==> src/design/irlc_params.svh <==
`ifndef IRLC_PARAMS_SVH
`define IRLC_PARAMS_SVH

`define IRLC_ADDR_W          12
`define IRLC_OVW_LOW_ADDR    12'h200
`define IRLC_OVW_HIGH_ADDR   12'h204
`define IRLC_LINE_PAGE       4'h4
`define IRLC_LINE_FIRST      6'h01
`define IRLC_LOW_LAST        20

`define IRLC_BIT_PENDING     31
`define IRLC_BIT_SOFT_RAISE  30
`define IRLC_BIT_SOFT_DROP   29
`define IRLC_BIT_WE_POLARITY 25
`define IRLC_BIT_ACTIVE_LOW  17

`define IRLC_LINE_PWM1       21
`define IRLC_LINE_PWM1_CAP   22
`define IRLC_LINE_PWM2       23
`define IRLC_LINE_PWM2_CAP   24
`define IRLC_LINE_PWM3       25
`define IRLC_LINE_PWM3_CAP   26
`define IRLC_LINE_EVENT      27
`define IRLC_LINE_SERIAL0    28
`define IRLC_LINE_SERIAL1    29
`define IRLC_LINE_CAN_GEN    36
`define IRLC_LINE_CAN_RX0    37
`define IRLC_LINE_CAN_RX1    38
`define IRLC_LINE_CAN_TX0    43
`define IRLC_LINE_CAN_TX1    44

`define IRLC_RST_SOFT        63'h0
`define IRLC_RST_ACTIVE_LOW  63'h0
`define IRLC_RST_WORD        32'h0

`endif

==> src/design/irlc_pkg.sv <==
`default_nettype none
package irlc_pkg;
  typedef logic [11:0] irlc_addr_t;
  typedef logic [31:0] irlc_word_t;
  typedef logic [63:1] irlc_vec_t;
  typedef logic [5:0]  irlc_idx_t;
endpackage
`default_nettype wire

==> src/design/irlc_top.sv <==
// Added by the designer: the address map and the strobed register port.
`timescale 1ns/100ps
`default_nettype none
`include "irlc_params.svh"

module irlc_top
  import irlc_pkg::*;
(
  input  wire logic                 mclk,
  input  wire logic                 rst_n,
  input  wire irlc_pkg::irlc_addr_t addr,
  input  wire irlc_pkg::irlc_word_t wdata,
  input  wire logic                 wr,
  input  wire logic                 rd,
  output var  irlc_pkg::irlc_word_t rdata,
  input  wire logic [20:1]          low_line_req,
  input  wire logic [2:0]           pwm_irq,
  input  wire logic [2:0]           pwm_capture_irq,
  input  wire logic                 event_router_irq,
  input  wire logic [1:0]           serial_master_irq,
  input  wire logic [1:0]           error_warning_irq,
  input  wire logic [1:0]           data_overrun_irq,
  input  wire logic [1:0]           error_passive_irq,
  input  wire logic [1:0]           arbitration_lost_irq,
  input  wire logic [1:0]           bus_error_irq,
  input  wire logic                 acceptance_table_error_irq,
  input  wire logic [1:0]           frame_received_irq,
  input  wire logic [1:0]           identifier_ready_irq,
  input  wire logic [1:0]           frame_sent_irq,
  output var  irlc_pkg::irlc_vec_t  line_pending
);
  import irlc_pkg::*;

  logic       rst_meta_reg;
  logic       rst_sync_n;

  // reset released through two flops, asserted at once
  always_ff @(posedge mclk or negedge rst_n) begin
    if (!rst_n) begin
      rst_meta_reg <= 1'b0;
      rst_sync_n   <= 1'b0;
    end else begin
      rst_meta_reg <= 1'b1;
      rst_sync_n   <= rst_meta_reg;
    end
  end

  // address decode
  irlc_idx_t line_idx;
  logic      line_hit;
  logic      wr_line;

  assign line_idx = addr[7:2];
  assign line_hit = (addr[11:8] == `IRLC_LINE_PAGE) && (line_idx >= `IRLC_LINE_FIRST)
                    && (addr[1:0] == 2'h0);
  assign wr_line  = wr && line_hit;

  // source assembly; vectors sized 63 so reserved lines stay 0
  irlc_vec_t src_vec;
  irlc_vec_t live_mask;

  always_comb begin
    src_vec   = '0;
    live_mask = '0;
    src_vec[`IRLC_LOW_LAST:1]       = low_line_req;
    live_mask[`IRLC_LOW_LAST:1]     = '1;
    src_vec[`IRLC_LINE_PWM1]        = pwm_irq[0];
    src_vec[`IRLC_LINE_PWM1_CAP]    = pwm_capture_irq[0];
    src_vec[`IRLC_LINE_PWM2]        = pwm_irq[1];
    src_vec[`IRLC_LINE_PWM2_CAP]    = pwm_capture_irq[1];
    src_vec[`IRLC_LINE_PWM3]        = pwm_irq[2];
    src_vec[`IRLC_LINE_PWM3_CAP]    = pwm_capture_irq[2];
    src_vec[`IRLC_LINE_EVENT]       = event_router_irq;
    src_vec[`IRLC_LINE_SERIAL0]     = serial_master_irq[0];
    src_vec[`IRLC_LINE_SERIAL1]     = serial_master_irq[1];
    src_vec[`IRLC_LINE_CAN_GEN]     = (|error_warning_irq) | (|data_overrun_irq)
                                    | (|error_passive_irq) | (|arbitration_lost_irq)
                                    | (|bus_error_irq) | acceptance_table_error_irq;
    src_vec[`IRLC_LINE_CAN_RX0]     = frame_received_irq[0] | identifier_ready_irq[0];
    src_vec[`IRLC_LINE_CAN_RX1]     = frame_received_irq[1] | identifier_ready_irq[1];
    src_vec[`IRLC_LINE_CAN_TX0]     = frame_sent_irq[0];
    src_vec[`IRLC_LINE_CAN_TX1]     = frame_sent_irq[1];
    live_mask[`IRLC_LINE_CAN_TX1:`IRLC_LINE_PWM1] = '0;
    live_mask[`IRLC_LINE_SERIAL1:`IRLC_LINE_PWM1] = '1;
    live_mask[`IRLC_LINE_CAN_RX1:`IRLC_LINE_CAN_GEN] = '1;
    live_mask[`IRLC_LINE_CAN_TX1:`IRLC_LINE_CAN_TX0] = '1;
  end

  // per-line state
  irlc_vec_t soft_reg;
  irlc_vec_t soft_next;
  irlc_vec_t act_low_reg;
  irlc_vec_t act_low_next;
  irlc_vec_t pending_reg;
  irlc_vec_t pending_next;

  always_comb begin
    soft_next    = soft_reg;
    act_low_next = act_low_reg;
    if (wr_line) begin
      // raise wins when both strobes are written together
      if (wdata[`IRLC_BIT_SOFT_RAISE]) begin
        soft_next[line_idx] = 1'b1;
      end else if (wdata[`IRLC_BIT_SOFT_DROP]) begin
        soft_next[line_idx] = 1'b0;
      end
      if (wdata[`IRLC_BIT_WE_POLARITY]) begin
        act_low_next[line_idx] = wdata[`IRLC_BIT_ACTIVE_LOW];
      end
    end
    // reserved lines masked after polarity so a tied input never fires
    pending_next = soft_reg | ((src_vec ^ act_low_reg) & live_mask);
  end

  always_ff @(posedge mclk or negedge rst_sync_n) begin
    if (!rst_sync_n) begin
      soft_reg    <= `IRLC_RST_SOFT;
      act_low_reg <= `IRLC_RST_ACTIVE_LOW;
      pending_reg <= '0;
    end else begin
      soft_reg    <= soft_next;
      act_low_reg <= act_low_next;
      pending_reg <= pending_next;
    end
  end

  assign line_pending = pending_reg;

  // read path; write-only strobes and reserved bits read 0
  irlc_word_t line_word;
  irlc_word_t ovw_low;
  irlc_word_t ovw_high;
  irlc_word_t rdata_next;
  logic       rd_pend;

  assign rd_pend  = pending_reg[line_idx];
  assign ovw_low  = {pending_reg[31:1], 1'b0};
  assign ovw_high = pending_reg[63:32];

  always_comb begin
    line_word = '0;
    line_word[`IRLC_BIT_PENDING]    = rd_pend;
    line_word[`IRLC_BIT_ACTIVE_LOW] = act_low_reg[line_idx];
    rdata_next = '0;
    if (rd) begin
      if (line_hit) begin
        rdata_next = line_word;
      end else if (addr == `IRLC_OVW_LOW_ADDR) begin
        rdata_next = ovw_low;
      end else if (addr == `IRLC_OVW_HIGH_ADDR) begin
        rdata_next = ovw_high;
      end
    end
  end

  always_ff @(posedge mclk or negedge rst_sync_n) begin
    if (!rst_sync_n) begin
      rdata <= `IRLC_RST_WORD;
    end else begin
      rdata <= rdata_next;
    end
  end

  a_soft_raise_set: assert property (@(posedge mclk) disable iff (!rst_sync_n)
    wr_line && wdata[`IRLC_BIT_SOFT_RAISE] |=> soft_reg[$past(line_idx)] ##1 pending_reg[$past(line_idx, 2)])
    else $error("soft raise did not set request");

  a_soft_drop_clr: assert property (@(posedge mclk) disable iff (!rst_sync_n)
    wr_line && wdata[`IRLC_BIT_SOFT_DROP] && !wdata[`IRLC_BIT_SOFT_RAISE]
    |=> !soft_reg[$past(line_idx)])
    else $error("soft drop did not clear request");

  a_soft_hold_idle: assert property (@(posedge mclk) disable iff (!rst_sync_n)
    !wr_line |=> $stable(soft_reg) && $stable(act_low_reg))
    else $error("line state changed without a write");

  a_polarity_guard: assert property (@(posedge mclk) disable iff (!rst_sync_n)
    wr_line && !wdata[`IRLC_BIT_WE_POLARITY] |=> $stable(act_low_reg))
    else $error("polarity changed without write enable");

  a_polarity_load: assert property (@(posedge mclk) disable iff (!rst_sync_n)
    wr_line && wdata[`IRLC_BIT_WE_POLARITY]
    |=> act_low_reg[$past(line_idx)] == $past(wdata[`IRLC_BIT_ACTIVE_LOW]))
    else $error("polarity not loaded");

  a_read_word: assert property (@(posedge mclk) disable iff (!rst_sync_n)
    rd && line_hit |=> rdata[`IRLC_BIT_PENDING] == $past(rd_pend)
    && rdata[`IRLC_BIT_SOFT_RAISE:`IRLC_BIT_SOFT_DROP] == 2'h0)
    else $error("request register read wrong");

  a_overview_low: assert property (@(posedge mclk) disable iff (!rst_sync_n)
    rd && addr == `IRLC_OVW_LOW_ADDR |=> rdata == $past(ovw_low) && !rdata[0])
    else $error("overview read wrong");

  a_reserved_quiet: assert property (@(posedge mclk) disable iff (!rst_sync_n)
    !soft_reg[40] && !soft_reg[63] |=> !pending_reg[40] && !pending_reg[63])
    else $error("reserved line pending without soft request");

  a_pwm_map: assert property (@(posedge mclk) disable iff (!rst_sync_n)
    pwm_capture_irq[2] && !act_low_reg[`IRLC_LINE_PWM3_CAP] |=> pending_reg[`IRLC_LINE_PWM3_CAP])
    else $error("modulator capture not on its line");

  a_event_map: assert property (@(posedge mclk) disable iff (!rst_sync_n)
    event_router_irq && !act_low_reg[`IRLC_LINE_EVENT] |=> pending_reg[`IRLC_LINE_EVENT])
    else $error("event line missing");

  a_serial_map: assert property (@(posedge mclk) disable iff (!rst_sync_n)
    serial_master_irq[1] && !act_low_reg[`IRLC_LINE_SERIAL1] |=> pending_reg[`IRLC_LINE_SERIAL1])
    else $error("serial master line missing");

  a_can_general: assert property (@(posedge mclk) disable iff (!rst_sync_n)
    bus_error_irq[1] && !act_low_reg[`IRLC_LINE_CAN_GEN] |=> pending_reg[`IRLC_LINE_CAN_GEN])
    else $error("combined CAN line missing");

  a_can_receive: assert property (@(posedge mclk) disable iff (!rst_sync_n)
    identifier_ready_irq[1] && !act_low_reg[`IRLC_LINE_CAN_RX1] |=> pending_reg[`IRLC_LINE_CAN_RX1])
    else $error("receive line missing");

  a_can_transmit: assert property (@(posedge mclk) disable iff (!rst_sync_n)
    frame_sent_irq[0] && !act_low_reg[`IRLC_LINE_CAN_TX0] |=> pending_reg[`IRLC_LINE_CAN_TX0])
    else $error("transmit line missing");

  a_raise_wins: assert property (@(posedge mclk) disable iff (!rst_sync_n)
    wr_line && wdata[`IRLC_BIT_SOFT_RAISE] && wdata[`IRLC_BIT_SOFT_DROP]
    |=> soft_reg[$past(line_idx)])
    else $error("raise lost against drop");

  a_soft_zero_write: assert property (@(posedge mclk) disable iff (!rst_sync_n)
    wr_line && !wdata[`IRLC_BIT_SOFT_RAISE] && !wdata[`IRLC_BIT_SOFT_DROP] |=> $stable(soft_reg))
    else $error("zero strobes changed soft request");

  a_unmapped_write: assert property (@(posedge mclk) disable iff (!rst_sync_n)
    wr && !line_hit |=> $stable(soft_reg) && $stable(act_low_reg))
    else $error("unmapped write changed line state");

  a_soft_one_line: assert property (@(posedge mclk) disable iff (!rst_sync_n)
    $onehot0(soft_reg ^ $past(soft_reg)))
    else $error("soft request moved on several lines");

  a_polarity_one_line: assert property (@(posedge mclk) disable iff (!rst_sync_n)
    $onehot0(act_low_reg ^ $past(act_low_reg)))
    else $error("polarity moved on several lines");

  a_read_polarity: assert property (@(posedge mclk) disable iff (!rst_sync_n)
    rd && line_hit |=> rdata[`IRLC_BIT_ACTIVE_LOW] == $past(act_low_reg[line_idx]))
    else $error("polarity read back wrong");

  a_read_reserved_bits: assert property (@(posedge mclk) disable iff (!rst_sync_n)
    rd && line_hit |=> rdata[28:18] == 11'h000 && rdata[16:0] == 17'h00000)
    else $error("reserved or write-enable bits read nonzero");

  a_rdata_idle: assert property (@(posedge mclk) disable iff (!rst_sync_n)
    !rd |=> rdata == 32'h0000_0000)
    else $error("read data not zero outside a read");

  a_unmapped_read: assert property (@(posedge mclk) disable iff (!rst_sync_n)
    rd && !line_hit && addr != `IRLC_OVW_LOW_ADDR && addr != `IRLC_OVW_HIGH_ADDR
    |=> rdata == 32'h0000_0000)
    else $error("unmapped read not zero");

  a_overview_high: assert property (@(posedge mclk) disable iff (!rst_sync_n)
    rd && addr == `IRLC_OVW_HIGH_ADDR |=> rdata == $past(pending_reg[63:32]))
    else $error("upper overview read wrong");

  a_soft_pending: assert property (@(posedge mclk) disable iff (!rst_sync_n)
    soft_reg != '0 |=> (pending_reg & $past(soft_reg)) == $past(soft_reg))
    else $error("soft request not pending");

  a_reserved_ranges: assert property (@(posedge mclk) disable iff (!rst_sync_n)
    soft_reg[35:30] == 6'h00 && soft_reg[42:39] == 4'h0 && soft_reg[63:45] == 19'h00000
    |=> pending_reg[35:30] == 6'h00 && pending_reg[42:39] == 4'h0
    && pending_reg[63:45] == 19'h00000)
    else $error("reserved range pending without soft request");

  a_pwm_general_1: assert property (@(posedge mclk) disable iff (!rst_sync_n)
    pwm_irq[0] && !act_low_reg[`IRLC_LINE_PWM1] |=> pending_reg[`IRLC_LINE_PWM1])
    else $error("modulator 1 general not on its line");

  a_pwm_general_2: assert property (@(posedge mclk) disable iff (!rst_sync_n)
    pwm_irq[1] && !act_low_reg[`IRLC_LINE_PWM2] |=> pending_reg[`IRLC_LINE_PWM2])
    else $error("modulator 2 general not on its line");

  a_pwm_general_3: assert property (@(posedge mclk) disable iff (!rst_sync_n)
    pwm_irq[2] && !act_low_reg[`IRLC_LINE_PWM3] |=> pending_reg[`IRLC_LINE_PWM3])
    else $error("modulator 3 general not on its line");

  a_pwm_capture_1: assert property (@(posedge mclk) disable iff (!rst_sync_n)
    pwm_capture_irq[0] && !act_low_reg[`IRLC_LINE_PWM1_CAP] |=> pending_reg[`IRLC_LINE_PWM1_CAP])
    else $error("modulator 1 capture not on its line");

  a_pwm_capture_2: assert property (@(posedge mclk) disable iff (!rst_sync_n)
    pwm_capture_irq[1] && !act_low_reg[`IRLC_LINE_PWM2_CAP] |=> pending_reg[`IRLC_LINE_PWM2_CAP])
    else $error("modulator 2 capture not on its line");

  a_serial_master_0: assert property (@(posedge mclk) disable iff (!rst_sync_n)
    serial_master_irq[0] && !act_low_reg[`IRLC_LINE_SERIAL0] |=> pending_reg[`IRLC_LINE_SERIAL0])
    else $error("serial master 0 line missing");

  a_can_warning: assert property (@(posedge mclk) disable iff (!rst_sync_n)
    error_warning_irq[0] && !act_low_reg[`IRLC_LINE_CAN_GEN] |=> pending_reg[`IRLC_LINE_CAN_GEN])
    else $error("error warning not on combined line");

  a_can_overrun: assert property (@(posedge mclk) disable iff (!rst_sync_n)
    data_overrun_irq[1] && !act_low_reg[`IRLC_LINE_CAN_GEN] |=> pending_reg[`IRLC_LINE_CAN_GEN])
    else $error("data overrun not on combined line");

  a_can_passive: assert property (@(posedge mclk) disable iff (!rst_sync_n)
    error_passive_irq[0] && !act_low_reg[`IRLC_LINE_CAN_GEN] |=> pending_reg[`IRLC_LINE_CAN_GEN])
    else $error("error passive not on combined line");

  a_can_arbitration: assert property (@(posedge mclk) disable iff (!rst_sync_n)
    arbitration_lost_irq[1] && !act_low_reg[`IRLC_LINE_CAN_GEN] |=> pending_reg[`IRLC_LINE_CAN_GEN])
    else $error("arbitration lost not on combined line");

  a_can_table: assert property (@(posedge mclk) disable iff (!rst_sync_n)
    acceptance_table_error_irq && !act_low_reg[`IRLC_LINE_CAN_GEN]
    |=> pending_reg[`IRLC_LINE_CAN_GEN])
    else $error("table error not on combined line");

  a_can_rx_frame: assert property (@(posedge mclk) disable iff (!rst_sync_n)
    frame_received_irq[0] && !act_low_reg[`IRLC_LINE_CAN_RX0] |=> pending_reg[`IRLC_LINE_CAN_RX0])
    else $error("frame received not on receive line");

  a_can_rx_ident: assert property (@(posedge mclk) disable iff (!rst_sync_n)
    identifier_ready_irq[0] && !act_low_reg[`IRLC_LINE_CAN_RX0] |=> pending_reg[`IRLC_LINE_CAN_RX0])
    else $error("identifier ready not on receive line");

  a_can_transmit_1: assert property (@(posedge mclk) disable iff (!rst_sync_n)
    frame_sent_irq[1] && !act_low_reg[`IRLC_LINE_CAN_TX1] |=> pending_reg[`IRLC_LINE_CAN_TX1])
    else $error("transmit line 1 missing");

  a_active_low_idle: assert property (@(posedge mclk) disable iff (!rst_sync_n)
    !pwm_irq[0] && act_low_reg[`IRLC_LINE_PWM1] |=> pending_reg[`IRLC_LINE_PWM1])
    else $error("active low line not pending on low source");

  a_event_quiet: assert property (@(posedge mclk) disable iff (!rst_sync_n)
    !event_router_irq && !act_low_reg[`IRLC_LINE_EVENT] && !soft_reg[`IRLC_LINE_EVENT]
    |=> !pending_reg[`IRLC_LINE_EVENT])
    else $error("event line pending without a cause");

  a_can_rx_quiet: assert property (@(posedge mclk) disable iff (!rst_sync_n)
    !frame_received_irq[0] && !identifier_ready_irq[0]
    && !act_low_reg[`IRLC_LINE_CAN_RX0] && !soft_reg[`IRLC_LINE_CAN_RX0]
    |=> !pending_reg[`IRLC_LINE_CAN_RX0])
    else $error("receive line pending without a cause");

endmodule

`default_nettype wire

==> config.mk <==
export PLATFORM = sky130hd
export DESIGN_NAME = irlc_top
export DESIGN_NICKNAME = d
export VERILOG_FILES = /design/src/design/irlc_pkg.sv /design/src/design/irlc_top.sv
export VERILOG_INCLUDE_DIRS = /design/src /design/src/design
export SDC_FILE = /design/constraint.sdc
export NUM_CORES = 1
export LEC_CHECK = 0
export BUFFER_PORTS_ARGS = -buffer_cell sky130_fd_sc_hd__buf_2
export CAP_MARGIN = 20
export CORE_MARGIN = 2
export CORE_UTILIZATION = 31
export CTS_BUF_LIST = sky130_fd_sc_hd__clkbuf_2
export CTS_CLUSTER_DIAMETER = 200
export DETAILED_ROUTE_END_ITERATION = 10
export PLACE_DENSITY = 0.49
export SYNTH_ARGS = -nofsm -noshare
export SYNTH_HDL_FRONTEND = slang
export SYNTH_SLANG_ARGS = --single-unit
==> constraint.sdc <==
create_clock -name mclk -period 10.8 [get_ports mclk]
set_clock_uncertainty 0.05 [all_clocks]
set_input_delay 0.54 -clock mclk [delete_from_list [all_inputs] [get_ports mclk]]
set_output_delay 0.54 -clock mclk [all_outputs]
set_load 0.005 [all_outputs]
After elaboration in Yosys (flattened, before gate mapping) --
Index checks and enable logic that the tools add are counted.
Storage, ports and cells: register bits 223, input port bits 94
Cells by class: order comparisons 3, equality and inequality tests 3, mux-type cells 13, bitwise operators 12, reduce and logical (&&, ||, !) cells 13
Operators by type and width (count):
- $mux W32 | 4
- $mux W63 | 2
- $and A63 B63 Y63 | 1
- $bwmux W63 | 1
- $not A63 Y63 | 1
- $or A63 B44 Y63 | 1
- $or A63 B63 Y63 | 1
- $xor A44 B44 Y44 | 1
- $eq A12 B10 Y1 const B | 2
- $bmux W1 S6 | 2
- $ge A6 B1 Y1 const B | 2
- $reduce_or A2 Y1 | 5
- $lt A6 B7 Y1 const B | 1
- $or A1 B1 Y1 | 7
- $demux W1 S6 | 1
- $eq A4 B3 Y1 const B | 1
- $logic_and A1 B1 Y1 | 4
- $reduce_and A2 Y1 | 2
- $mux W1 | 3
- $logic_not A2 Y1 | 1
- $reduce_bool A2 Y1 | 1

Logic depth before layout (Yosys ltp) --
Gate-level depths: netlist (run 1).
word-level depth 8, depth in mapped cells 9

Least setup slack after synthesis (run 1) --
No wires, ideal clock.
path kind in2reg, start in addr[4], end reg act_low_reg[40], arrival 2.062 ns, required time 10.625 ns, slack 8.563 ns, stages on the path 6, path through buf_4 > or3_4 > o2111ai_1 > nor3_2 > nand2_1 > mux2_2
Between the ends: cells in the longest elaborated chain, start to end 5, elaborated cells between the ends (all ways) 11, those cells by class 3 x order compare; 3 x mux; 5 x reduce/logical
Ends and longest elaborated chain:
- start: declaration | RTL line irlc_top.sv:11 | input wire irlc_pkg::irlc_addr_t addr,
- $lt A6 B7 Y1, or another cell as far along | RTL line irlc_top.sv:108 | act_low_next[line_idx] = wdata[`IRLC_BIT_ACTIVE_LOW];
- $logic_and A1 B1 Y1, on equally long branches | RTL line irlc_top.sv:108, irlc_top.sv:54
- $mux W1 / $logic_and A1 B1 Y1 (equally long branches) | RTL line irlc_top.sv:108, irlc_top.sv:54
- $demux W1 S6 / $logic_and A1 B1 Y1 (equally long branches) | RTL line irlc_top.sv:108, irlc_top.sv:56
- $bwmux W63 / $reduce_and A2 Y1 (equally long branches)
- end signal: assignment | RTL line irlc_top.sv:118 | act_low_reg <= `IRLC_RST_ACTIVE_LOW;
- end signal: assignment | RTL line irlc_top.sv:122 | act_low_reg <= act_low_next;
- end: declaration | RTL line irlc_top.sv:92 | irlc_vec_t act_low_reg;
Parallel ways exist; a longest one is shown, timed or not. A chain may end at the register's enable or synchronous reset.

==> metrics.txt, run 1 <==
# TYPE chip_impl_metric gauge
chip_impl_metric{name="routed_via_density",unit=""} 4.719
chip_impl_metric{name="p_leak",unit="uW"} 0.005926
chip_impl_metric{name="floorplan_die_area",unit="um^2"} 34820
chip_impl_metric{name="grt_pass1_vias",unit=""} 7526
chip_impl_metric{name="numClockSinks",unit=""} 223
chip_impl_metric{name="synth_seq_area_share",unit=""} 0.5399
chip_impl_info{name="hold_end",value="line_pending[35]"} 1
chip_impl_metric{name="postSynth.asyncResetShare",unit=""} 1.000
chip_impl_metric{name="totalNegativeSetupSlack",unit="ns"} 0
chip_impl_metric{name="postCtsResizedCells",unit=""} 0
chip_impl_metric{name="worst_path_arrival_time",unit="ns"} 3.73
chip_impl_metric{name="synth_enable_flop_cells",unit=""} 0
chip_impl_info{name="most_frequent_standard_cell_in_the_layout_excluding_fill_and_tap_cells",value="sky130_fd_sc_hd__dfrtp_1"} 1
chip_impl_metric{name="grt_first_pass_wirelength",unit="mm"} 47.65
chip_impl_metric{name="clockBufferDepth",unit=""} 3
chip_impl_metric{name="total_standard_cell_area_after_synthesis",unit="um^2"} 10340
chip_impl_metric{name="floorplan.rows",unit=""} 66
chip_impl_metric{name="drc_violation_count_after_routing",unit=""} 0
chip_impl_metric{name="worstMarginPinSlew",unit="ns"} 1.126
chip_impl_info{name="ys_dominant_reg_cell",value="sky130_fd_sc_hd__dfrtp_1"} 1
chip_impl_metric{name="fp.dieW",unit="um"} 186.6
chip_impl_metric{name="drive_gt1_frac",unit=""} 0.3980
chip_impl_metric{name="min_delay_path_depth",unit=""} 5
chip_impl_metric{name="synthesis.nets",unit=""} 936
chip_impl_info{name="r2r-start",value="rst_sync_n"} 1
chip_impl_metric{name="num-nets-final",unit=""} 1150
chip_impl_metric{name="detail_route.iter0.violations",unit=""} 378
chip_impl_metric{name="synthesis.yosys.warnings",unit=""} 0
chip_impl_metric{name="cap_viol_max_count",unit=""} 0
chip_impl_info{name="root_buffer",value="sky130_fd_sc_hd__clkbuf_2"} 1
chip_impl_metric{name="antenna_left",unit=""} 0
chip_impl_metric{name="multi_input_area",unit="um^2"} 4429
chip_impl_info{name="outcome",value="completed"} 1
chip_impl_metric{name="ys_types",unit=""} 68
chip_impl_info{name="startpoint_to_endpoint_class_of_the_critical_path",value="primary input to flip-flop"} 1
chip_impl_metric{name="synth_area_per_cell",unit="um^2"} 12.28
chip_impl_info{name="layout_common_cells",value="sky130_fd_sc_hd__dfrtp_1, sky130_fd_sc_hd__buf_2, sky130_fd_sc_hd__mux2_2"} 1
chip_impl_metric{name="die-height",unit="um"} 186.6
chip_impl_metric{name="globalRoute.totalOverflow",unit=""} 0
chip_impl_metric{name="finalWeightedCongestion",unit=""} 0.7740
chip_impl_info{name="cell_accounting_for_the_most_synthesized_area",value="sky130_fd_sc_hd__dfrtp_1"} 1
chip_impl_info{name="end_of_the_worst_register_to_register_path",value="line_pending[5]"} 1
chip_impl_metric{name="drt_pre_antenna_iters",unit=""} 4
chip_impl_metric{name="slew_limit_fails",unit=""} 0
chip_impl_metric{name="area_of_the_core",unit="um^2"} 32700
chip_impl_info{name="start_kind",value="primary input"} 1
chip_impl_metric{name="cp_num_buf_inv",unit=""} 2
chip_impl_metric{name="insertion_delay",unit="ns"} 0.82
chip_impl_metric{name="syn_to_final_growth",unit="%"} 19.43
chip_impl_info{name="cell_type_of_the_slowest_stage_on_the_worst_timing_path",value="sky130_fd_sc_hd__nand4_1"} 1
chip_impl_metric{name="cts-buffers-inserted",unit=""} 57
chip_impl_metric{name="final.fill_count",unit=""} 3317
chip_impl_metric{name="timing.max_slew.rel_slack",unit=""} 0.2467
chip_impl_metric{name="seq_area",unit="um^2"} 5584
chip_impl_info{name="min_from",value="error_passive_irq[1]"} 1
chip_impl_info{name="worstPathCellList",value="buf_2 -> buf_4 -> or3_4 -> o211a_1 -> nand4_1 -> nor2_1 -> mux2_2"} 1
chip_impl_info{name="endpoint_kind",value="flip-flop"} 1
chip_impl_metric{name="antenna_found_initial",unit=""} 5
chip_impl_metric{name="worst-r2r-setup-slack",unit="ns"} 8.50
chip_impl_metric{name="post_synth_inst_count",unit=""} 842
chip_impl_info{name="cts_tree",value="done"} 1
chip_impl_metric{name="start_util",unit=""} 0.3161
chip_impl_metric{name="grtUsageTotal",unit=""} 0.1813
chip_impl_metric{name="reg2regPathDepth",unit=""} 2
chip_impl_metric{name="via_count",unit=""} 7262
chip_impl_info{name="synthTopCellsByArea",value="sky130_fd_sc_hd__dfrtp_1, sky130_fd_sc_hd__mux2_2, sky130_fd_sc_hd__nor2_1"} 1
chip_impl_metric{name="critPathMaxFanout",unit=""} 50
chip_impl_metric{name="period_minus_slack",unit="ns"} 3.085
chip_impl_metric{name="cellPowerDensity",unit="nW/um^2"} 124.7
chip_impl_metric{name="place.port_buffers",unit=""} 160
chip_impl_metric{name="hold_viol",unit=""} 0
chip_impl_metric{name="cts.clk_slew.worst_paths",unit="ns"} 0.10
chip_impl_metric{name="place_ws",unit="ns"} 6.812
chip_impl_info{name="timing.critical_path.max_delay_family",value="simple AND/OR/NAND/NOR gates"} 1
chip_impl_metric{name="setup_ws",unit="ns"} 7.715
chip_impl_info{name="rsz0062_at_grt",value="no"} 1
chip_impl_metric{name="critical-path-max-stage-delay",unit="ns"} 0.79
chip_impl_metric{name="routedWlPerCell",unit="um"} 20.49
chip_impl_metric{name="yosysTopAreaCellShare",unit=""} 0.5399
chip_impl_metric{name="clock.fmax",unit="MHz"} 324.2
chip_impl_metric{name="synth-seq-cells",unit=""} 223
chip_impl_metric{name="worst_ir_drop_vdd",unit="mV"} 0.05516
chip_impl_metric{name="post-cts-setup-buffers",unit=""} 0
chip_impl_metric{name="finalSetupViolations",unit=""} 0
chip_impl_metric{name="h_tree_levels",unit=""} 2
chip_impl_metric{name="route.final.wire_length",unit="mm"} 31.54
chip_impl_metric{name="crit_required",unit="ns"} 11.44
chip_impl_metric{name="design.portCount",unit=""} 189
chip_impl_metric{name="layout_worst_path_cycle_share",unit=""} 0.2856
chip_impl_info{name="tightest_hold_check_type",value="primary input to flip-flop"} 1
chip_impl_metric{name="grt_max_degree",unit=""} 67
chip_impl_metric{name="post-dp-hpwl",unit="mm"} 21.33
[through the flow]
stage                       util  hold WS [ns]  total power, uW  instances  instance area [um^2]
final                     0.3775        0.1300             1540       1539                 12340
after global routing      0.3773       0.07895             1624       1536                 12340
after CTS                 0.3766       0.02946             1570       1534                 12310
after detailed placement  0.3500        0.2237            992.6       1399                 11450
after global placement    0.3500        0.2289            992.3       1399                 11450
after floorplan                -        0.1944            938.8        842                 10340
[report_power, final]
group | internal [uW] | total (uW) | switching, uW
clock | 222 | 555 | 333
combinational | 49.1 | 129 | 79.7
sequential | 843 | 856 | 13.0
total | 1110 | 1540 | 426
[area by class of cell]
| cell class | instances | share of cell area |
|---|---|---|
| diodes | 4 | 0.0008109 |
| multi-input cells | 562 | 0.3588 |
| well taps | 442 | 0.04480 |
| repair buffers | 209 | 0.1036 |
| clock inverters | 2 | 0.0006082 |
| inverters | 3 | 0.0009122 |
| clock buffers | 94 | 0.03811 |
| flip-flops and latches | 223 | 0.4524 |
[kinds of logic (layout without fill, tap and decap cells)]
kind of cell,count (synthesis),count (layout),share of synthesized area
and+or+nand+nor,285,285,0.1499
DFF,223,223,0.5399
muxes,165,165,0.1956
AOI/OAI and AO/OA,79,79,0.05556
buffers and inverters,57,308,0.03159
xor gates and xnor gates,32,32,0.02712
other,1,5,0.0003628
[routing by layer]
metal / part of all wire / wire (um) / track usage / vias to the layer above
li1: - / - / - / 3412
met1: 0.44 / 13920 / 0.2393 / 3629
met2: 0.49 / 15380 / 0.3003 / 178
met3: 0.054 / 1700 / 0.04138 / 41
met4: 0.017 / 525 / 0.04823 / 2
met5: 0.00032 / 10 / 0 / -
[worst min-delay path: stages]
cell and delay (ns):
sky130_fd_sc_hd__buf_2 0.08, sky130_fd_sc_hd__nor4_1 0.03, sky130_fd_sc_hd__nand3_1 0.08, sky130_fd_sc_hd__xnor2_1 0.08
sky130_fd_sc_hd__nand2b_1 0.12
[worst max-delay path by stage]
stage	slack [ns]	endpoint	depth (start not counted)	startpoint
3_3_place_gp	6.85	flip-flop	7	addr[3]
3_5_place_dp	6.81	flip-flop	7	addr[3]
6_report	7.72	flip-flop	7	addr[3]
4_1_cts	7.73	flip-flop	7	addr[3]
2_1_floorplan	4.08	asynchronous set/reset pin	0	rst_sync_n
5_1_grt	7.61	flip-flop	7	addr[3]
[cell usage after synthesis, types with 7 or more instances]
library cell and count:
sky130_fd_sc_hd__nand2b_1 35, sky130_fd_sc_hd__nor2b_1 7, sky130_fd_sc_hd__a21oi_1 8, sky130_fd_sc_hd__nor2_1 113, sky130_fd_sc_hd__nand2_1 63, sky130_fd_sc_hd__clkbuf_1 17
sky130_fd_sc_hd__mux4_2 15, sky130_fd_sc_hd__nor3_1 7, sky130_fd_sc_hd__buf_2 18, sky130_fd_sc_hd__a22oi_1 32, sky130_fd_sc_hd__buf_6 9, sky130_fd_sc_hd__xnor2_1 32
sky130_fd_sc_hd__mux2i_1 16, sky130_fd_sc_hd__dfrtp_1 223, sky130_fd_sc_hd__mux2_2 121, sky130_fd_sc_hd__o21ai_0 8, sky130_fd_sc_hd__mux2_1 12
[what timing repair did]
| item | in CTS | in global routing |
|---|---|---|
| hold endpoints to repair | 35 | 0 |
| endpoints found under the setup margin | 0 | 0 |
| hold buffers | 39 | 0 |
Note: power is estimated with default switching activity, not from simulation.
==> inputs of run 2 (changes only) <==
--- a/config.mk
+++ b/config.mk
@@ -13,7 +13,7 @@
 export CTS_BUF_LIST = sky130_fd_sc_hd__clkbuf_2
 export CTS_CLUSTER_DIAMETER = 200
 export DETAILED_ROUTE_END_ITERATION = 10
-export PLACE_DENSITY = 0.49
+export PLACE_DENSITY = 0.5
 export SYNTH_ARGS = -nofsm -noshare
 export SYNTH_HDL_FRONTEND = slang
 export SYNTH_SLANG_ARGS = --single-unit
==> constraint.sdc (replaced) <==
create_clock -name mclk -period 2.65 [get_ports mclk]
set_clock_uncertainty 0.05 [all_clocks]
set_input_delay 0.1325 -clock mclk [delete_from_list [all_inputs] [get_ports mclk]]
set_output_delay 0.1325 -clock mclk [all_outputs]
set_load 0.005 [all_outputs]
==> metrics.txt, run 2 (synthesized netlist as in run 1, its figures left out) <==
# TYPE chip_impl_metric gauge
chip_impl_metric{name="grt_first_pass_wirelength",unit="mm"} 49.59
chip_impl_metric{name="postCtsResizedCells",unit=""} 0
chip_impl_metric{name="reg2regPathDepth",unit=""} 6
chip_impl_metric{name="cts.clk_slew.worst_paths",unit="ns"} 0.11
chip_impl_metric{name="route.final.wire_length",unit="mm"} 32.38
chip_impl_metric{name="drt_pre_antenna_iters",unit=""} 5
chip_impl_metric{name="drc_violation_count_after_routing",unit=""} 0
chip_impl_metric{name="timing.max_slew.rel_slack",unit=""} 0.3420
chip_impl_metric{name="design_area",unit="um^2"} 13220
chip_impl_metric{name="area_of_the_core",unit="um^2"} 32700
chip_impl_metric{name="finalSetupViolations",unit=""} 0
chip_impl_metric{name="floorplan_die_area",unit="um^2"} 34820
chip_impl_info{name="tightest_hold_check_type",value="primary input to flip-flop"} 1
chip_impl_metric{name="critPathMaxFanout",unit=""} 31
chip_impl_metric{name="num-nets-final",unit=""} 1228
chip_impl_metric{name="period_minus_slack",unit="ns"} 2.628
chip_impl_metric{name="finish.utilization",unit=""} 0.4041
chip_impl_info{name="end_of_the_worst_register_to_register_path",value="rdata[17]"} 1
chip_impl_metric{name="via_count",unit=""} 7669
chip_impl_info{name="root_buffer",value="sky130_fd_sc_hd__clkbuf_2"} 1
chip_impl_metric{name="start_util",unit=""} 0.3161
chip_impl_info{name="endpoint_kind",value="flip-flop"} 1
chip_impl_metric{name="drive_gt1_frac",unit=""} 0.3866
chip_impl_info{name="min_from",value="addr[11]"} 1
chip_impl_metric{name="numClockSinks",unit=""} 223
chip_impl_metric{name="clockBufferDepth",unit=""} 3
chip_impl_metric{name="grt_pass1_vias",unit=""} 8059
chip_impl_info{name="startpoint_to_endpoint_class_of_the_critical_path",value="primary input to flip-flop"} 1
chip_impl_metric{name="hold_viol",unit=""} 0
chip_impl_info{name="cts_tree",value="done"} 1
chip_impl_metric{name="floorplan.rows",unit=""} 66
chip_impl_metric{name="worst_ir_drop_vdd",unit="mV"} 0.2764
chip_impl_metric{name="detail_route.iter0.violations",unit=""} 467
chip_impl_metric{name="setup_ws",unit="ns"} 0.02193
chip_impl_metric{name="grtUsageTotal",unit=""} 0.1861
chip_impl_metric{name="post-dp-hpwl",unit="mm"} 22.51
chip_impl_info{name="start_kind",value="primary input"} 1
chip_impl_metric{name="h_tree_levels",unit=""} 2
chip_impl_metric{name="grt_max_degree",unit=""} 64
chip_impl_metric{name="syn_to_final_growth",unit="%"} 27.85
chip_impl_info{name="most_frequent_standard_cell_in_the_layout_excluding_fill_and_tap_cells",value="sky130_fd_sc_hd__dfrtp_1"} 1
chip_impl_metric{name="cts-buffers-inserted",unit=""} 59
chip_impl_metric{name="globalRoute.totalOverflow",unit=""} 0
chip_impl_metric{name="antenna_left",unit=""} 0
chip_impl_info{name="outcome",value="completed"} 1
chip_impl_metric{name="antenna_found_initial",unit=""} 2
chip_impl_metric{name="insertion_delay",unit="ns"} 0.87
chip_impl_metric{name="clock.fmax",unit="MHz"} 380.5
chip_impl_metric{name="die-height",unit="um"} 186.6
chip_impl_metric{name="routed_via_density",unit=""} 4.716
chip_impl_info{name="hold_end",value="act_low_reg[13]"} 1
chip_impl_metric{name="crit_required",unit="ns"} 3.38
chip_impl_metric{name="detailed_place.area",unit="um^2"} 11750
chip_impl_metric{name="worst-r2r-setup-slack",unit="ns"} 0.31
chip_impl_info{name="r2r-start",value="act_low_reg[20]"} 1
chip_impl_metric{name="fp.dieW",unit="um"} 186.6
chip_impl_metric{name="worst_path_arrival_time",unit="ns"} 3.35
chip_impl_info{name="rsz0062_at_grt",value="no"} 1
chip_impl_metric{name="p_leak",unit="uW"} 0.006309
chip_impl_metric{name="place_ws",unit="ns"} 0.08794
chip_impl_metric{name="cellPowerDensity",unit="nW/um^2"} 506.9
chip_impl_info{name="layout_common_cells",value="sky130_fd_sc_hd__dfrtp_1, sky130_fd_sc_hd__buf_2, sky130_fd_sc_hd__mux2_2"} 1
chip_impl_metric{name="totalNegativeSetupSlack",unit="ns"} 0
chip_impl_metric{name="cap_viol_max_count",unit=""} 0
chip_impl_metric{name="worstMarginPinSlew",unit="ns"} 0.9834
chip_impl_metric{name="min_delay_path_depth",unit=""} 6
chip_impl_metric{name="finalWeightedCongestion",unit=""} 0.7699
chip_impl_metric{name="place.port_buffers",unit=""} 160
chip_impl_metric{name="routedWlPerCell",unit="um"} 19.91
chip_impl_metric{name="layout_worst_path_cycle_share",unit=""} 0.9917
chip_impl_metric{name="design.portCount",unit=""} 189
chip_impl_metric{name="slew_limit_fails",unit=""} 0
-- run 2: cell count changes in the layout (fill, tap and decap cells not counted) --
cell                            delta
sky130_fd_sc_hd__diode_2           -2
sky130_fd_sc_hd__clkbuf_2         -11
sky130_fd_sc_hd__buf_4            +24
sky130_fd_sc_hd__clkinv_2          +1
sky130_fd_sc_hd__bufinv_16         +3
sky130_fd_sc_hd__inv_2             -1
sky130_fd_sc_hd__clkinv_1         +21
sky130_fd_sc_hd__buf_12            +6
sky130_fd_sc_hd__dlygate4sd3_1    +46
-- run 2: worst max-delay path by stage --
stage,from,slack [ns],end
3_3_place_gp,addr[6],0.13,flip-flop
2_1_floorplan,rst_sync_n,0.34,asynchronous set/reset pin
5_1_grt,addr[1],0.02,rdata[30]
3_5_place_dp,addr[6],0.09,flip-flop
6_report,addr[1],0.02,rdata[30]
4_1_cts,addr[1],0.14,rdata[30]
-- run 2: critical path, cell delays in order --
cell                            delay (ns)
sky130_fd_sc_hd__dlygate4sd3_1        0.53
sky130_fd_sc_hd__buf_2                0.16
sky130_fd_sc_hd__or4_4                0.50
sky130_fd_sc_hd__dlygate4sd3_1        0.65
sky130_fd_sc_hd__nor4b_4              0.37
sky130_fd_sc_hd__buf_12               0.24
sky130_fd_sc_hd__a22oi_1              0.11
sky130_fd_sc_hd__dlygate4sd3_1        0.57
sky130_fd_sc_hd__nor2_1               0.08
-- run 2: what timing repair did --
action / CTS / global route
hold endpoints to repair: 135 / 40
buffers inserted: 0 / 0
hold buffers: 84 / 1
-- run 2: through the flow --
stage | power [uW] | std cells | hold WS [ns]
after detailed placement | 4080 | 1429 | -0.1294
final | 6699 | 1626 | 0.08911
after floorplan | 3825 | 842 | -0.2131
after global placement | 4079 | 1429 | -0.1320
after CTS | 6805 | 1622 | 0.006580
after global routing | 7034 | 1626 | 0.03995
-- run 2: area by class of cell --
class / count / area, um^2
fillers: 3247 / 19490
flip-flops and latches: 223 / 5584
multi-input cells: 562 / 4429
repair buffers: 285 / 2039
well taps: 442 / 553.0
clock buffers: 83 / 415.4
clock inverters: 26 / 177.7
inverters: 3 / 11.26
diodes: 2 / 5.005
-- run 2: power breakdown --
group	internal (uW)	switching (uW)	leakage (uW)
Combinational	266	347	0.00286
Sequential	3430	50.3	0.00302
Clock	1150	1450	0.000428
Total	4850	1850	0.00631
-- run 2: routing by layer --
metal  track usage  routed length (um)  vias to the layer above
li1              -                   -                     3579
met1        0.2465               14750                     3872
met2        0.3117               15760                      178
met3       0.03611                1298                       40
met4       0.05037                 571                        0
met5             0                   0                        -
==> inputs of run 3 (changes only) <==
--- a/config.mk
+++ b/config.mk
@@ -6,6 +6,7 @@
 export SDC_FILE = /design/constraint.sdc
 export NUM_CORES = 1
 export LEC_CHECK = 0
+export ABC_CLOCK_PERIOD_IN_PS = 2870
 export BUFFER_PORTS_ARGS = -buffer_cell sky130_fd_sc_hd__buf_2
 export CAP_MARGIN = 20
 export CORE_MARGIN = 2
@@ -13,7 +14,8 @@
 export CTS_BUF_LIST = sky130_fd_sc_hd__clkbuf_2
 export CTS_CLUSTER_DIAMETER = 200
 export DETAILED_ROUTE_END_ITERATION = 10
-export PLACE_DENSITY = 0.5
+export PLACE_DENSITY = 0.49
+export SLEW_MARGIN = 20
 export SYNTH_ARGS = -nofsm -noshare
 export SYNTH_HDL_FRONTEND = slang
 export SYNTH_SLANG_ARGS = --single-unit
==> constraint.sdc (replaced) <==
create_clock -name mclk -period 2.87 [get_ports mclk]
set_clock_uncertainty 0.05 [all_clocks]
set_input_delay 0.1435 -clock mclk [delete_from_list [all_inputs] [get_ports mclk]]
set_output_delay 0.1435 -clock mclk [all_outputs]
set_load 0.005 [all_outputs]
==> metrics.txt, run 3 (synthesized netlist as in run 1, its figures left out) <==
# TYPE chip_impl_metric gauge
chip_impl_metric{name="routedWlPerCell",unit="um"} 20.11
chip_impl_info{name="rsz0062_at_grt",value="no"} 1
chip_impl_metric{name="reg2regPathDepth",unit=""} 6
chip_impl_info{name="outcome",value="completed"} 1
chip_impl_metric{name="p_leak",unit="uW"} 0.006168
chip_impl_metric{name="hold_viol",unit=""} 0
chip_impl_metric{name="antenna_left",unit=""} 0
chip_impl_metric{name="cap_viol_max_count",unit=""} 0
chip_impl_info{name="startpoint_to_endpoint_class_of_the_critical_path",value="primary input to flip-flop"} 1
chip_impl_metric{name="worst-r2r-setup-slack",unit="ns"} 0.53
chip_impl_metric{name="design_area",unit="um^2"} 12960
chip_impl_metric{name="die-height",unit="um"} 186.6
chip_impl_info{name="r2r-start",value="act_low_reg[18]"} 1
chip_impl_metric{name="cellPowerDensity",unit="nW/um^2"} 461.6
chip_impl_metric{name="slew_limit_fails",unit=""} 0
chip_impl_info{name="cts_tree",value="done"} 1
chip_impl_info{name="worst_setup_path_startpoint",value="addr[1]"} 1
chip_impl_metric{name="post-dp-hpwl",unit="mm"} 21.91
chip_impl_metric{name="critPathMaxFanout",unit=""} 8
chip_impl_metric{name="start_util",unit=""} 0.3161
chip_impl_info{name="root_buffer",value="sky130_fd_sc_hd__clkbuf_2"} 1
chip_impl_info{name="endpoint",value="act_low_reg[52]"} 1
chip_impl_metric{name="finalSetupViolations",unit=""} 0
chip_impl_metric{name="floorplan_die_area",unit="um^2"} 34820
chip_impl_metric{name="totalNegativeSetupSlack",unit="ns"} 0
chip_impl_metric{name="clockBufferDepth",unit=""} 3
chip_impl_metric{name="numClockSinks",unit=""} 223
chip_impl_metric{name="drive_gt1_frac",unit=""} 0.3765
chip_impl_metric{name="num-nets-final",unit=""} 1207
chip_impl_metric{name="area_of_the_core",unit="um^2"} 32700
chip_impl_metric{name="globalRoute.totalOverflow",unit=""} 0
chip_impl_metric{name="fp.dieW",unit="um"} 186.6
chip_impl_info{name="min_from",value="low_line_req[16]"} 1
chip_impl_info{name="tightest_hold_check_type",value="primary input to flip-flop"} 1
chip_impl_metric{name="post-cts-setup-buffers",unit=""} 0
chip_impl_metric{name="cts.clk_slew.worst_paths",unit="ns"} 0.09
chip_impl_metric{name="postCtsResizedCells",unit=""} 0
chip_impl_metric{name="period_minus_slack",unit="ns"} 2.735
chip_impl_metric{name="clock.fmax",unit="MHz"} 365.6
chip_impl_metric{name="detailed_place.area",unit="um^2"} 11620
chip_impl_metric{name="via_count",unit=""} 7652
chip_impl_metric{name="antenna_found_initial",unit=""} 2
chip_impl_metric{name="grt_first_pass_wirelength",unit="mm"} 49.13
chip_impl_metric{name="cts-buffers-inserted",unit=""} 57
chip_impl_info{name="layout_common_cells",value="sky130_fd_sc_hd__dfrtp_1, sky130_fd_sc_hd__buf_2, sky130_fd_sc_hd__mux2_2"} 1
chip_impl_info{name="end_of_the_worst_register_to_register_path",value="rdata[17]"} 1
chip_impl_metric{name="grt_pass1_vias",unit=""} 8013
chip_impl_metric{name="grtUsageTotal",unit=""} 0.1849
chip_impl_metric{name="timing.max_slew.rel_slack",unit=""} 0.2619
chip_impl_info{name="start_kind",value="primary input"} 1
chip_impl_metric{name="design.portCount",unit=""} 189
chip_impl_metric{name="worst_path_arrival_time",unit="ns"} 3.40
chip_impl_metric{name="insertion_delay",unit="ns"} 0.87
chip_impl_metric{name="route.final.wire_length",unit="mm"} 32.05
chip_impl_metric{name="finalWeightedCongestion",unit=""} 0.7662
chip_impl_metric{name="syn_to_final_growth",unit="%"} 25.37
chip_impl_metric{name="final.fill_count",unit=""} 3274
chip_impl_metric{name="crit_required",unit="ns"} 3.53
chip_impl_metric{name="critical-path-max-stage-delay",unit="ns"} 0.90
chip_impl_metric{name="layout_worst_path_cycle_share",unit=""} 0.9529
chip_impl_metric{name="routed_via_density",unit=""} 4.801
chip_impl_metric{name="detail_route.iter0.violations",unit=""} 478
chip_impl_metric{name="h_tree_levels",unit=""} 2
chip_impl_metric{name="worstMarginPinSlew",unit="ns"} 1.103
chip_impl_metric{name="drc_violation_count_after_routing",unit=""} 0
chip_impl_info{name="endpoint_kind",value="flip-flop"} 1
chip_impl_info{name="most_frequent_standard_cell_in_the_layout_excluding_fill_and_tap_cells",value="sky130_fd_sc_hd__dfrtp_1"} 1
chip_impl_metric{name="place.port_buffers",unit=""} 160
chip_impl_metric{name="drt_pre_antenna_iters",unit=""} 5
chip_impl_info{name="cpMostUsedCell",value="sky130_fd_sc_hd__dlygate4sd3_1"} 1
chip_impl_metric{name="worst_ir_drop_vdd",unit="mV"} 0.2686
chip_impl_info{name="worstPathCellList",value="dlygate4sd3_1 -> buf_2 -> nor4_4 -> dlygate4sd3_1 -> nand4_1 -> nor2_1 -> nand2_1 -> mux2_2"} 1
chip_impl_info{name="cell_type_of_the_slowest_stage_on_the_worst_timing_path",value="sky130_fd_sc_hd__nor2_1"} 1
chip_impl_metric{name="worst_hold_slack",unit="ns"} 0.06088
chip_impl_metric{name="floorplan.rows",unit=""} 66
chip_impl_metric{name="grt_max_degree",unit=""} 75
## run 3: critical path: cells and delay by family
| family | cells | cell delay (ns) |
|---|---|---|
| buffers and inverters | 3 | 1.36 |
| muxes | 1 | 0.30 |
| and+or+nand+nor | 4 | 1.59 |
## run 3: layout make-up
cell class	count	area [um^2]	area share
well taps	442	553.0	0.04268
multi-input cells	562	4429	0.3418
clock buffers	77	385.4	0.02974
inverters	3	11.26	0.0008690
clock inverters	19	123.9	0.009559
diodes	2	5.005	0.0003862
repair buffers	266	1867	0.1441
flip-flops and latches	223	5584	0.4309
## run 3: report_power, final
part / internal, uW / total (uW) / switching (uW)
logic: 232 / 550 / 317
registers: 3170 / 3210 / 42.7
clock network: 901 / 2220 / 1320
## run 3: metal layers
metal	share of wire	GRT usage	wire [um]
met1	0.45	0.2491	14560
met2	0.48	0.3037	15430
met3	0.043	0.03555	1382
met4	0.021	0.05250	676
met5	0	0	0
## run 3: repair_timing
action | in CTS | in global routing
hold buffers | 81 | 1
setup endpoints to repair | 0 | 0
endpoints found under the hold margin | 141 | 63
## run 3: worst min path at each step
stage,end,slack [ns],cells after the start
2_1_floorplan,rst_meta_reg,-0.20,0
3_3_place_gp,rst_meta_reg,-0.12,1
3_5_place_dp,rst_meta_reg,-0.12,1
4_1_cts,act_low_reg[0],0.0003,5
5_1_grt,line_pending[0],0.02,4
6_report,line_pending[15],0.06,4
## run 3: per-stage QoR
stage | setup WS, ns | total power [uW] | instances | util
3_5_place_dp | 0.3558 | 3757 | 1414 | 0.3554
4_1_cts | 0.2235 | 6089 | 1591 | 0.3957
2_1_floorplan | 0.5617 | 3532 | 842 | -
6_report | 0.1350 | 5982 | 1594 | 0.3963
3_3_place_gp | 0.3768 | 3756 | 1414 | 0.3554
5_1_grt | 0.06644 | 6270 | 1594 | 0.3963
